===== config.mk =====
export PLATFORM = sky130hd
export DESIGN_NAME = jtdp_tap
export DESIGN_NICKNAME = d
export VERILOG_FILES = /design/src/hdl/jtdp_pkg.sv /design/src/hdl/jtdp_tap.sv
export VERILOG_INCLUDE_DIRS = /design/src /design/src/hdl
export SDC_FILE = /design/constraint.sdc
export NUM_CORES = 1
export LEC_CHECK = 0
export CAP_MARGIN = 15
export CORE_MARGIN = 4
export CORE_UTILIZATION = 60
export DETAILED_ROUTE_END_ITERATION = 8
export DONT_BUFFER_PORTS = 1
export PLACE_DENSITY = 0.79
export REMOVE_ABC_BUFFERS = 1
export SYNTH_ARGS = -nofsm -noshare
export SYNTH_HDL_FRONTEND = slang
export SYNTH_SLANG_ARGS = --single-unit

===== constraint.sdc =====
create_clock -name mclk_i -period 3.45 [get_ports mclk_i]
set_input_delay 0.345 -clock mclk_i [delete_from_list [all_inputs] [get_ports mclk_i]]
set_output_delay 0.345 -clock mclk_i [all_outputs]
set_load 0.02 [all_outputs]

===== src/hdl/jtdp_params.svh =====
// constants for the test access port and debug event block
`ifndef JTDP_PARAMS_SVH
`define JTDP_PARAMS_SVH
`define JTDP_IR_WIDTH 4
`define JTDP_IR_RESET 4'h1
`define JTDP_CORE_COUNT 4
`define JTDP_CMD_BYPASS 4'hf
`define JTDP_CMD_IDCODE 4'h1
`define JTDP_CMD_DEBUG 4'h8
`define JTDP_DEBUG_DR_WIDTH 8
`endif


===== src/hdl/jtdp_pkg.sv =====
// types for the test access port and debug event block
package jtdp_pkg;
  typedef enum logic [3:0] {
    JTDP_RESET, JTDP_IDLE, JTDP_SEL_DR, JTDP_CAP_DR, JTDP_SH_DR, JTDP_EX1_DR,
    JTDP_PAU_DR, JTDP_EX2_DR, JTDP_UPD_DR, JTDP_SEL_IR, JTDP_CAP_IR, JTDP_SH_IR,
    JTDP_EX1_IR, JTDP_PAU_IR, JTDP_EX2_IR, JTDP_UPD_IR
  } jtdp_state_e;
endpackage


===== src/hdl/jtdp_tap.sv =====
// test access port controller with shared debug event pins
`timescale 1ns/1ps
`include "jtdp_params.svh"
module jtdp_tap #(
  parameter int CORES = `JTDP_CORE_COUNT,
  parameter logic [31:0] ID_CODE = 32'h00000001 // arbitrary value
) (
  // clock and reset
  input wire logic mclk_i,
  input wire logic reset_i,
  // test port pins, asynchronous to mclk_i
  input wire logic tck_i,
  input wire logic tms_i,
  input wire logic tdi_i,
  input wire logic trst_n_i,
  output logic tdo_o,
  output logic tdo_oe_o,
  // debug event pins
  input wire logic debug_request_in_i,
  output logic debug_active_out_o,
  // per-core debug links
  output logic [CORES-1:0] core_debug_req_o,
  input wire logic [CORES-1:0] core_in_debug_i,
  // controller state for observation
  output jtdp_pkg::jtdp_state_e tap_state_o
);
  import jtdp_pkg::*;

  // the debug path holds one status bit per core, so it caps the core count
  if (CORES < 1 || CORES > `JTDP_DEBUG_DR_WIDTH)
  begin : gen_core_check
    $error("core count out of range");
  end

  // ----------------------------------------
  // pin synchronisers
  // ----------------------------------------
  logic [4:0] sync1;
  logic [4:0] sync2;
  logic [CORES-1:0] csync1;
  logic [CORES-1:0] csync2;
  logic tck_d;
  // first stage is read only by the second stage
  always_ff @(posedge mclk_i or posedge reset_i)
  begin
    if (reset_i)
    begin
      sync1 <= 5'h00;
      sync2 <= 5'h00;
      csync1 <= '0;
      csync2 <= '0;
      tck_d <= 1'b0;
    end
    else
    begin
      sync1 <= {tck_i, tms_i, tdi_i, ~trst_n_i, debug_request_in_i};
      sync2 <= sync1;
      csync1 <= core_in_debug_i;
      csync2 <= csync1;
      tck_d <= sync2[4];
    end
  end

  logic tck_s;
  logic tms_s;
  logic tdi_s;
  logic trst_s;
  logic dbg_req_s;
  logic tck_rise;
  logic tck_fall;
  assign tck_s = sync2[4];
  assign tms_s = sync2[3];
  assign tdi_s = sync2[2];
  assign trst_s = sync2[1];
  assign dbg_req_s = sync2[0];
  assign tck_rise = tck_s & ~tck_d;
  assign tck_fall = ~tck_s & tck_d;

  // ----------------------------------------
  // controller state machine
  // ----------------------------------------
  jtdp_state_e state;
  jtdp_state_e next_state;
  // test reset bypasses the link clock entirely
  logic trst_any;
  assign trst_any = reset_i | trst_s;

  always_comb
  begin
    next_state = state;
    case (state)
      JTDP_RESET: next_state = tms_s ? JTDP_RESET : JTDP_IDLE;
      JTDP_IDLE: next_state = tms_s ? JTDP_SEL_DR : JTDP_IDLE;
      JTDP_SEL_DR: next_state = tms_s ? JTDP_SEL_IR : JTDP_CAP_DR;
      JTDP_CAP_DR: next_state = tms_s ? JTDP_EX1_DR : JTDP_SH_DR;
      JTDP_SH_DR: next_state = tms_s ? JTDP_EX1_DR : JTDP_SH_DR;
      JTDP_EX1_DR: next_state = tms_s ? JTDP_UPD_DR : JTDP_PAU_DR;
      JTDP_PAU_DR: next_state = tms_s ? JTDP_EX2_DR : JTDP_PAU_DR;
      JTDP_EX2_DR: next_state = tms_s ? JTDP_UPD_DR : JTDP_SH_DR;
      JTDP_UPD_DR: next_state = tms_s ? JTDP_SEL_DR : JTDP_IDLE;
      JTDP_SEL_IR: next_state = tms_s ? JTDP_RESET : JTDP_CAP_IR;
      JTDP_CAP_IR: next_state = tms_s ? JTDP_EX1_IR : JTDP_SH_IR;
      JTDP_SH_IR: next_state = tms_s ? JTDP_EX1_IR : JTDP_SH_IR;
      JTDP_EX1_IR: next_state = tms_s ? JTDP_UPD_IR : JTDP_PAU_IR;
      JTDP_PAU_IR: next_state = tms_s ? JTDP_EX2_IR : JTDP_PAU_IR;
      JTDP_EX2_IR: next_state = tms_s ? JTDP_UPD_IR : JTDP_SH_IR;
      JTDP_UPD_IR: next_state = tms_s ? JTDP_SEL_DR : JTDP_IDLE;
      default: next_state = JTDP_RESET;
    endcase
  end

  // trst is synchronised, so the clear lands on the third mclk edge
  always_ff @(posedge mclk_i or posedge reset_i)
  begin
    if (reset_i)
      state <= JTDP_RESET;
    else if (trst_s)
      state <= JTDP_RESET;
    else if (tck_rise)
      state <= next_state;
  end
  assign tap_state_o = state;

  // ----------------------------------------
  // instruction and data registers
  // ----------------------------------------
  logic [`JTDP_IR_WIDTH-1:0] ir_shift;
  logic [`JTDP_IR_WIDTH-1:0] ir;
  logic [31:0] dr_shift;
  logic [`JTDP_DEBUG_DR_WIDTH-1:0] debug_ctl;

  // length of the selected data path
  function automatic logic [5:0] dr_len(input logic [`JTDP_IR_WIDTH-1:0] cmd);
    if (cmd == `JTDP_CMD_IDCODE)
      dr_len = 6'd32;
    else if (cmd == `JTDP_CMD_DEBUG)
      dr_len = 6'(`JTDP_DEBUG_DR_WIDTH);
    else
      dr_len = 6'd1;
  endfunction

  logic [5:0] len;
  assign len = dr_len(ir);

  always_ff @(posedge mclk_i or posedge reset_i)
  begin
    if (reset_i)
    begin
      ir_shift <= '0;
      ir <= `JTDP_IR_RESET;
    end
    else if (trst_s || (tck_rise && state == JTDP_RESET))
      ir <= `JTDP_IR_RESET;
    else if (tck_rise)
    begin
      if (state == JTDP_CAP_IR)
        ir_shift <= `JTDP_IR_WIDTH'h1;
      else if (state == JTDP_SH_IR)
        ir_shift <= {tdi_s, ir_shift[`JTDP_IR_WIDTH-1:1]};
      else if (state == JTDP_UPD_IR)
        ir <= ir_shift;
    end
  end

  always_ff @(posedge mclk_i or posedge reset_i)
  begin
    if (reset_i)
      dr_shift <= 32'h0;
    else if (tck_rise)
    begin
      if (state == JTDP_CAP_DR)
      begin
        // bypass captures zero so the tester sees a known leading bit
        if (ir == `JTDP_CMD_IDCODE)
          dr_shift <= ID_CODE;
        else if (ir == `JTDP_CMD_DEBUG)
          dr_shift <= 32'(csync2);
        else
          dr_shift <= 32'h0;
      end
      else if (state == JTDP_SH_DR)
      begin
        // shift right, new bit enters at the top of the selected length
        dr_shift <= (dr_shift >> 1) | (32'(tdi_s) << (len - 6'd1));
      end
    end
  end

  // debug control register, written on update of the debug path
  always_ff @(posedge mclk_i or posedge reset_i)
  begin
    if (reset_i)
      debug_ctl <= '0;
    else if (trst_s || (tck_rise && state == JTDP_RESET))
      debug_ctl <= '0;
    else if (tck_rise && state == JTDP_UPD_DR && ir == `JTDP_CMD_DEBUG)
      debug_ctl <= dr_shift[`JTDP_DEBUG_DR_WIDTH-1:0];
  end

  // ----------------------------------------
  // serial output on falling edge
  // ----------------------------------------
  logic shifting;
  assign shifting = (state == JTDP_SH_DR) || (state == JTDP_SH_IR);
  always_ff @(posedge mclk_i or posedge reset_i)
  begin
    if (reset_i)
    begin
      tdo_o <= 1'b0;
      tdo_oe_o <= 1'b0;
    end
    else if (trst_s)
      tdo_oe_o <= 1'b0;
    else if (tck_fall)
    begin
      tdo_oe_o <= shifting;
      tdo_o <= (state == JTDP_SH_IR) ? ir_shift[0] : dr_shift[0];
    end
  end

  // ----------------------------------------
  // debug event pins, shared by all cores
  // ----------------------------------------
  // one request pin fans out to every core
  always_ff @(posedge mclk_i or posedge reset_i)
  begin
    if (reset_i)
    begin
      core_debug_req_o <= '0;
      debug_active_out_o <= 1'b0;
    end
    else
    begin
      core_debug_req_o <= {CORES{dbg_req_s}} | debug_ctl[CORES-1:0];
      debug_active_out_o <= |csync2;
    end
  end

  // ----------------------------------------
  // checks
  // ----------------------------------------
  tdo_drive_only_a: assert property (@(posedge mclk_i) disable iff (trst_any)
    tdo_oe_o |-> shifting || state == JTDP_EX1_DR || state == JTDP_EX1_IR)
    else $error("data output driven outside shift");
  tdo_fall_only_a: assert property (@(posedge mclk_i) disable iff (trst_any)
    $changed(tdo_o) |-> $past(tck_fall))
    else $error("data output changed off falling edge");
  state_rise_only_a: assert property (@(posedge mclk_i) disable iff (trst_any)
    (state != $past(state)) |-> $past(tck_rise))
    else $error("state moved without clock rise");
  trst_clears_a: assert property (@(posedge mclk_i) disable iff (reset_i)
    trst_s |=> state == JTDP_RESET && !tdo_oe_o)
    else $error("test reset did not clear controller");
  tms_five_a: assert property (@(posedge mclk_i) disable iff (trst_any)
    tck_rise && tms_s && state == JTDP_SEL_IR |=> state == JTDP_RESET)
    else $error("select-ir with mode high missed reset");
  ir_shift_in_a: assert property (@(posedge mclk_i) disable iff (trst_any)
    tck_rise && state == JTDP_SH_IR |=> ir_shift[`JTDP_IR_WIDTH-1] == $past(tdi_s))
    else $error("instruction bit not captured");
  debug_req_a: assert property (@(posedge mclk_i) disable iff (trst_any)
    dbg_req_s |=> &core_debug_req_o)
    else $error("debug request not passed to cores");
  debug_status_a: assert property (@(posedge mclk_i) disable iff (trst_any)
    ##1 debug_active_out_o == $past(|csync2))
    else $error("debug status wrong");
  shared_pin_a: assert property (@(posedge mclk_i) disable iff (trst_any)
    !dbg_req_s && debug_ctl == '0 |=> core_debug_req_o == '0)
    else $error("core request without shared pin");
endmodule


==> Word level (Yosys, flattened, before mapping) <==
Index checks and enable logic that the tools add are counted.
{ "totals": {"register_bits": 74, "input_bits": 11, "out_inout_bits": 11, "wordCells": 98} }
{ "classes": {"addsub": 1, "eq_ne": 19, "shifts": 1, "mux": 33, "n_bitwise": 9, "n_reduce_logical": 21} }
{ "ops": {"columns": ["operator", "count"], "rows": [
  ["4-bit two-way mux", 18],
  ["32-bit two-way mux", 2],
  ["4-bit one-hot mux with 12 select lines", 1],
  ["4-bit == test, second input constant", 9],
  ["31-bit by 32-bit OR with 32-bit output", 1],
  ["1-bit by 6-bit << shifter with 32-bit output", 1],
  ["4-bit by 3-bit == test with 1-bit output, second input constant", 4],
  ["2-bit nonzero test", 7],
  ["4-bit by 1-bit == test with 1-bit output, second input constant", 2],
  ["4-bit by 2-bit == test with 1-bit output, second input constant", 2],
  ["1-bit two-way mux", 6],
  ["2-bit two-way mux", 3],
  ["3-bit two-way mux", 2],
  ["6-bit two-way mux", 1],
  ["6-bit by 1-bit subtractor with 6-bit output, second input constant", 1],
  ["1-bit inverter", 5],
  ["4-bit logical NOT", 1],
  ["2-bit != test, second input constant", 2],
  ["4-bit OR", 1],
  ["2-bit AND reduction", 2],
  ["4-bit AND reduction", 1],
  ["2-bit OR reduction", 2],
  ["4-bit OR reduction", 1],
  ["1-bit logical AND", 3],
  ["other kinds (4)", 6]
]} }

==> Logic depth before layout (Yosys ltp) <==
{ "logic_depth": {"ltp_word": 8, "depth_mapped": 8, "ltp_nobuf": 8} }

==> Least setup slack after synthesis <==
No wires, ideal clock.
{ "synth_timing": {"path_kind": "register to register", "from": "register state[1], in the netlist tap_state_o[1]", "to": "register dr_shift[0]", "setup_ns": 0.131, "arrival_time_ns": 1.615, "t_required_ns": 3.319, "path_slack_ns": 1.704, "stages_incl_launch_ff": 7, "path_buffers": 2, "synth_period_minus_slack_ns": 1.746, "path_cell_list": "dfrtp_1 > or3b_1 > a211o_1 > buf_6 > buf_6 > a32oi_1 > o31ai_1"} }
{ "synth_between": {"elab_chain_len": 3, "word_cells_on_any_way": 5, "classes_between": "eq/ne (2); mux (1); reduce/logical (2)"} }
{ "synth_lines": {"columns": ["element", "line", "text"], "rows": [
  ["from (decl)", "jtdp_tap.sv:82", "jtdp_state_e state;"],
  ["from (signal assigned)", "jtdp_tap.sv:120", "state <= next_state;"],
  ["4-bit by 2-bit == test with 1-bit output or 4-bit by 3-bit == test with 1-bit output (tied branches)", "jtdp_tap.sv:171, jtdp_tap.sv:181", null],
  ["2-bit nonzero test (no source line)", null, null],
  ["2-bit AND reduction (no source line)", null, null],
  ["to (signal assigned)", "jtdp_tap.sv:177", "dr_shift <= 32'(csync2);"],
  ["to (signal assigned)", "jtdp_tap.sv:184", "dr_shift <= (dr_shift >> 1) | (32'(tdi_s) << (len - 6'd1));"],
  ["to (decl)", "jtdp_tap.sv:129", "logic [31:0] dr_shift;"]
]} }
Several ways; a longest one is shown, not always the timed one.
A chain may end at the register's enable or synchronous reset.

==> Final worst setup path <==
{ "layout_timing": {"from": "register state[0], in the netlist tap_state_o[0]", "to": "register dr_shift[28]"} }
Same word-level chain as after synthesis.

==> results by group <==
CTS
  – Post-CTS Hold Buffers: 1
  – Total of cells resized after clock tree synthesis: 0
  – Source-to-sink clock delay at the later pin of the worst-skew pair: 350 ps
  – CTS tree: yes
  – Clock Root Buffer: clkbuf_8
  – Post-CTS Setup Inserts: 0
  – Worst-case clock buffer depth: 2
  – CTS buffer count: 9
  – Number of H-tree branching levels: 3
  – Clk pin slew, worst setup/hold paths: 70 ps
  – Number of clock sinks: 74

Min path
  – Worst Hold End: sync1[0]
  – Hold path cells: 0
  – Startpoint of the tightest hold check path: debug_request_in_i
  – Type of the tightest min-delay check: in -> reg

STA
  – Min Clock Period, post-route: 2430 ps
  – Worst Tran Pin Value: 870 ps
  – Final setup vio count: 0
  – Setup tns final: 0 ps
  – Remaining max-slew budget at the tightest pin: 0.420
  – Clock Skew: 7.52 ps
  – Upper clock frequency limit: 0.411 GHz
  – Share of the clock period used by the worst path after layout: 0.705
  – Total count of max-transition violations in the final report: 0
  – Post-layout worst setup margin: 1020 ps
  – Tightest hold margin: 23.6 ps
  – Hold Fails Final Rpt: 0
  – RSZ-0062 raised after global routing: no

Detailed routing
  – Detailed-route wire length per cell: 14.7 um
  – Number of iterations in the first detailed-routing pass: 4
  – DRC: 0
  – Starting DRC count in detailed routing: 321
  – Average vias per placed instance: 5.73
  – Total number of vias: 2177
  – Number of antenna-violating nets in the routed design: 0
  – Total detailed-routing wirelength: 5570 um

Die
  – Count of standard-cell rows: 25
  – Number of top-level pins: 22
  – Initial core utilization: 0.633
  – Die ar.: 6330 um^2
  – Die Height: 79.5 um
  – Chip Width: 79.5 um
  – Core outline area: 4850 um^2

Setup path
  – R2r setup slk: 1020 ps
  – Beginning of the worst register-to-register path: tap_state_o[0]
  – Critical Path RT: 3660 ps
  – Critical R2R Capture: dr_shift[28]
  – Type of element capturing the critical path: register
  – Setup CP Type: reg -> reg
  – Startpoint kind of the worst setup timing path: register
  – Crit path max fanout: 33
  – Arrival time worst endpoint: 2640 ps
  – Worst reg2reg path depth: 4

Final layout
  – Number of nets in the layout: 321
  – Fillers: 364
  – Cell Count, Final, Fillers Out: 380
  – Multi-input gate area in the final layout: 1080 um^2
  – Sequential Area: 1850 um^2
  – Fraction of final layout cells sized beyond drive strength 1: 0.0895
  – Design area: 3380 um^2
  – Number of diodes added for antenna fixing: 0
  – Final standard cell utilization of the core: 0.696
  – Area delta synth->final: 9.94%

Global routing
  – Via count of the first global-routing pass: 1986
  – Overall fraction of global-route tracks in use: 0.197
  – Maximum number of pins on one net before global-route repair: 35
  – Wire length of the first global-routing pass: 9290 um
  – GR Overflow Total: 0
  – Number of antenna violations at the first check in global routing: 0

Pwr
  – Post-layout total power: 1.76 mW
  – IR drop worst, VDD: 0.318 mV
  – Cell leakage power: 1.46 nW
  – Logic pwr share: 0.037
  – Power density normalized to cell area: 520 nW/um^2
  – Switch Pwr: 0.371 mW
  – Power share of the sequential group: 0.519
  – Clock power share: 0.444
  – Switching part of the total power: 0.211
  – Internal power of the cells: 1.39 mW

Yosys
  – Number of enable flip-flop cells after synthesis: 0
  – Complex-gate fraction of the synthesized area: 0.142
  – Number of distinct library cell variants in the gate-level netlist after synthesis: 40
  – Fraction of the mapped netlist area in simple logic gates: 0.186
  – Most instantiated flip-flop cell in the synthesis netlist: dfrtp_1
  – Proportion of synthesized flip-flops having asynchronous set or reset: 1.00
  – Post-synthesis adder-cell area fraction: 0.00407
  – Xor and xnor area share after synthesis: 0.00285
  – Flip-flop and latch count after synthesis: 74
  – Dominant combinational cell family by area after synthesis: simple AND/OR/NAND/NOR gates
  – Number of standard cells after synthesis: 309
  – Part of the Yosys area used for sequential elements: 0.604
  – Synth warnings: 0
  – Total standard cell area after synthesis: 3070 um^2
  – Syn Area/Cell: 9.94 um^2
  – Mux contribution to synthesized area: 0.0163

Place
  – Routability-driven placement congestion ratio: 0.794
  – Placed standard-cell area: 3090 um^2
  – Port buffer count: 0
  – Final HPWL DP: 3640 um
  – Cell count after placement: 360
  – Post-placement setup slack: 1030 ps

Run status
  – Outcome: complete, no violations

Run
  – Max Cap Violations: 0
-- cell usage in the layout (no fill, tap or decap), types with 2 or more instances in the layout --
cell type       n
a211o_1         2
a21oi_1        14
a22o_1          2
a22oi_1         4
a311oi_1        2
buf_4           6
bufinv_16       3
clkbuf_8        9
dfrtp_1        73
dlygate4sd3_1   5
inv_1           8
mux2i_1         5
nand2_1        72
nand2b_1        2
nand3_1         3
nand3b_1        3
nand4_1         2
nor2_1         15
nor2b_1         9
nor3_1          6
nor4_1          2
o21ai_0        36
o22ai_1         2
o2bb2ai_1       2
o31ai_1         2
or2_2           5
or4_1           2
-- synthesized netlist by cell type (all sizes together) (3+ instances only) --
library cell,n,share of area
a21oi,14,0.023
a22oi,4,0.0098
buf,11,0.021
clkbuf,11,0.013
dfrtp,73,0.59
inv,9,0.011
mux2i,5,0.016
nand2,72,0.088
nand3,3,0.0049
nand3b,3,0.0073
nor2,15,0.018
nor2b,9,0.018
nor3,6,0.0098
o21ai,36,0.059
or2,5,0.010
-- registers in the layout (all words and copies together), names as in the netlist, 4 cells and up --
signal / cells
sync2: 5
debug_ctl: 4
csync2: 4
tap_state_o: 4
ir: 4
csync1: 4
ir_shift: 4
core_debug_req_o: 4
sync1: 5
dr_shift: 32
-- power by group through the flow --
stage	Combinational, mW	Clock [mW]	Sequential [mW]
detailed placement	0.0612	0	0.928
finish	0.0656	0.780	0.911
floorplan	0.0443	0	0.925
CTS	0.0628	0.795	0.911
global route	0.0752	0.837	0.913
global placement	0.0604	0	0.927
-- routing by layer --
layer,routed length (um),GRT usage,vias up,share of wire
met4,204,0.139,0,0.037
met5,0,0,-,0
met1,2400,0.257,1034,0.43
met2,2650,0.292,79,0.48
met3,316,0.0440,21,0.057
li1,-,-,1043,-
-- critical path, stage by stage, from the launching register on --
cell,delay (ps)
dfrtp_1,840
or3b_1,200
a211o_1,690
buf_4,410
o21ai_0,150
-- cell families (layout without fill, tap and decap cells) --
logic type	Yosys count	after routing
AND/OR/NAND/NOR	125	125
flip-flops	74	74
AO/OA/AOI/OAI	72	72
buffers and inverters	31	35
multiplexers	5	5
adder cells (fa/ha/maj)	1	1
XOR/XNOR	1	1
-- cell type report --
type	count	share of cell area
Clock buffer	10	0.0378
Clock inverter	5	0.0308
Inverter	9	0.0100
Multi-Input combinational cell	204	0.319
Sequential cell	74	0.549
Tap cell	67	0.0248
Timing Repair Buffer	11	0.0282
-- how the worst max path moves through the flow --
stage	end	from	cells past startpoint	slack [ps]
after floorplan	dr_shift[1]	tap_state_o[2]	4	1050
after global placement	dr_shift[26]	tap_state_o[0]	5	1110
after detailed placement	dr_shift[10]	tap_state_o[0]	5	1030
after CTS	dr_shift[28]	tap_state_o[0]	4	1020
after global routing	dr_shift[12]	tap_state_o[0]	4	790
final	dr_shift[28]	tap_state_o[0]	4	1020
Note: power is estimated with default switching activity, not from simulation.
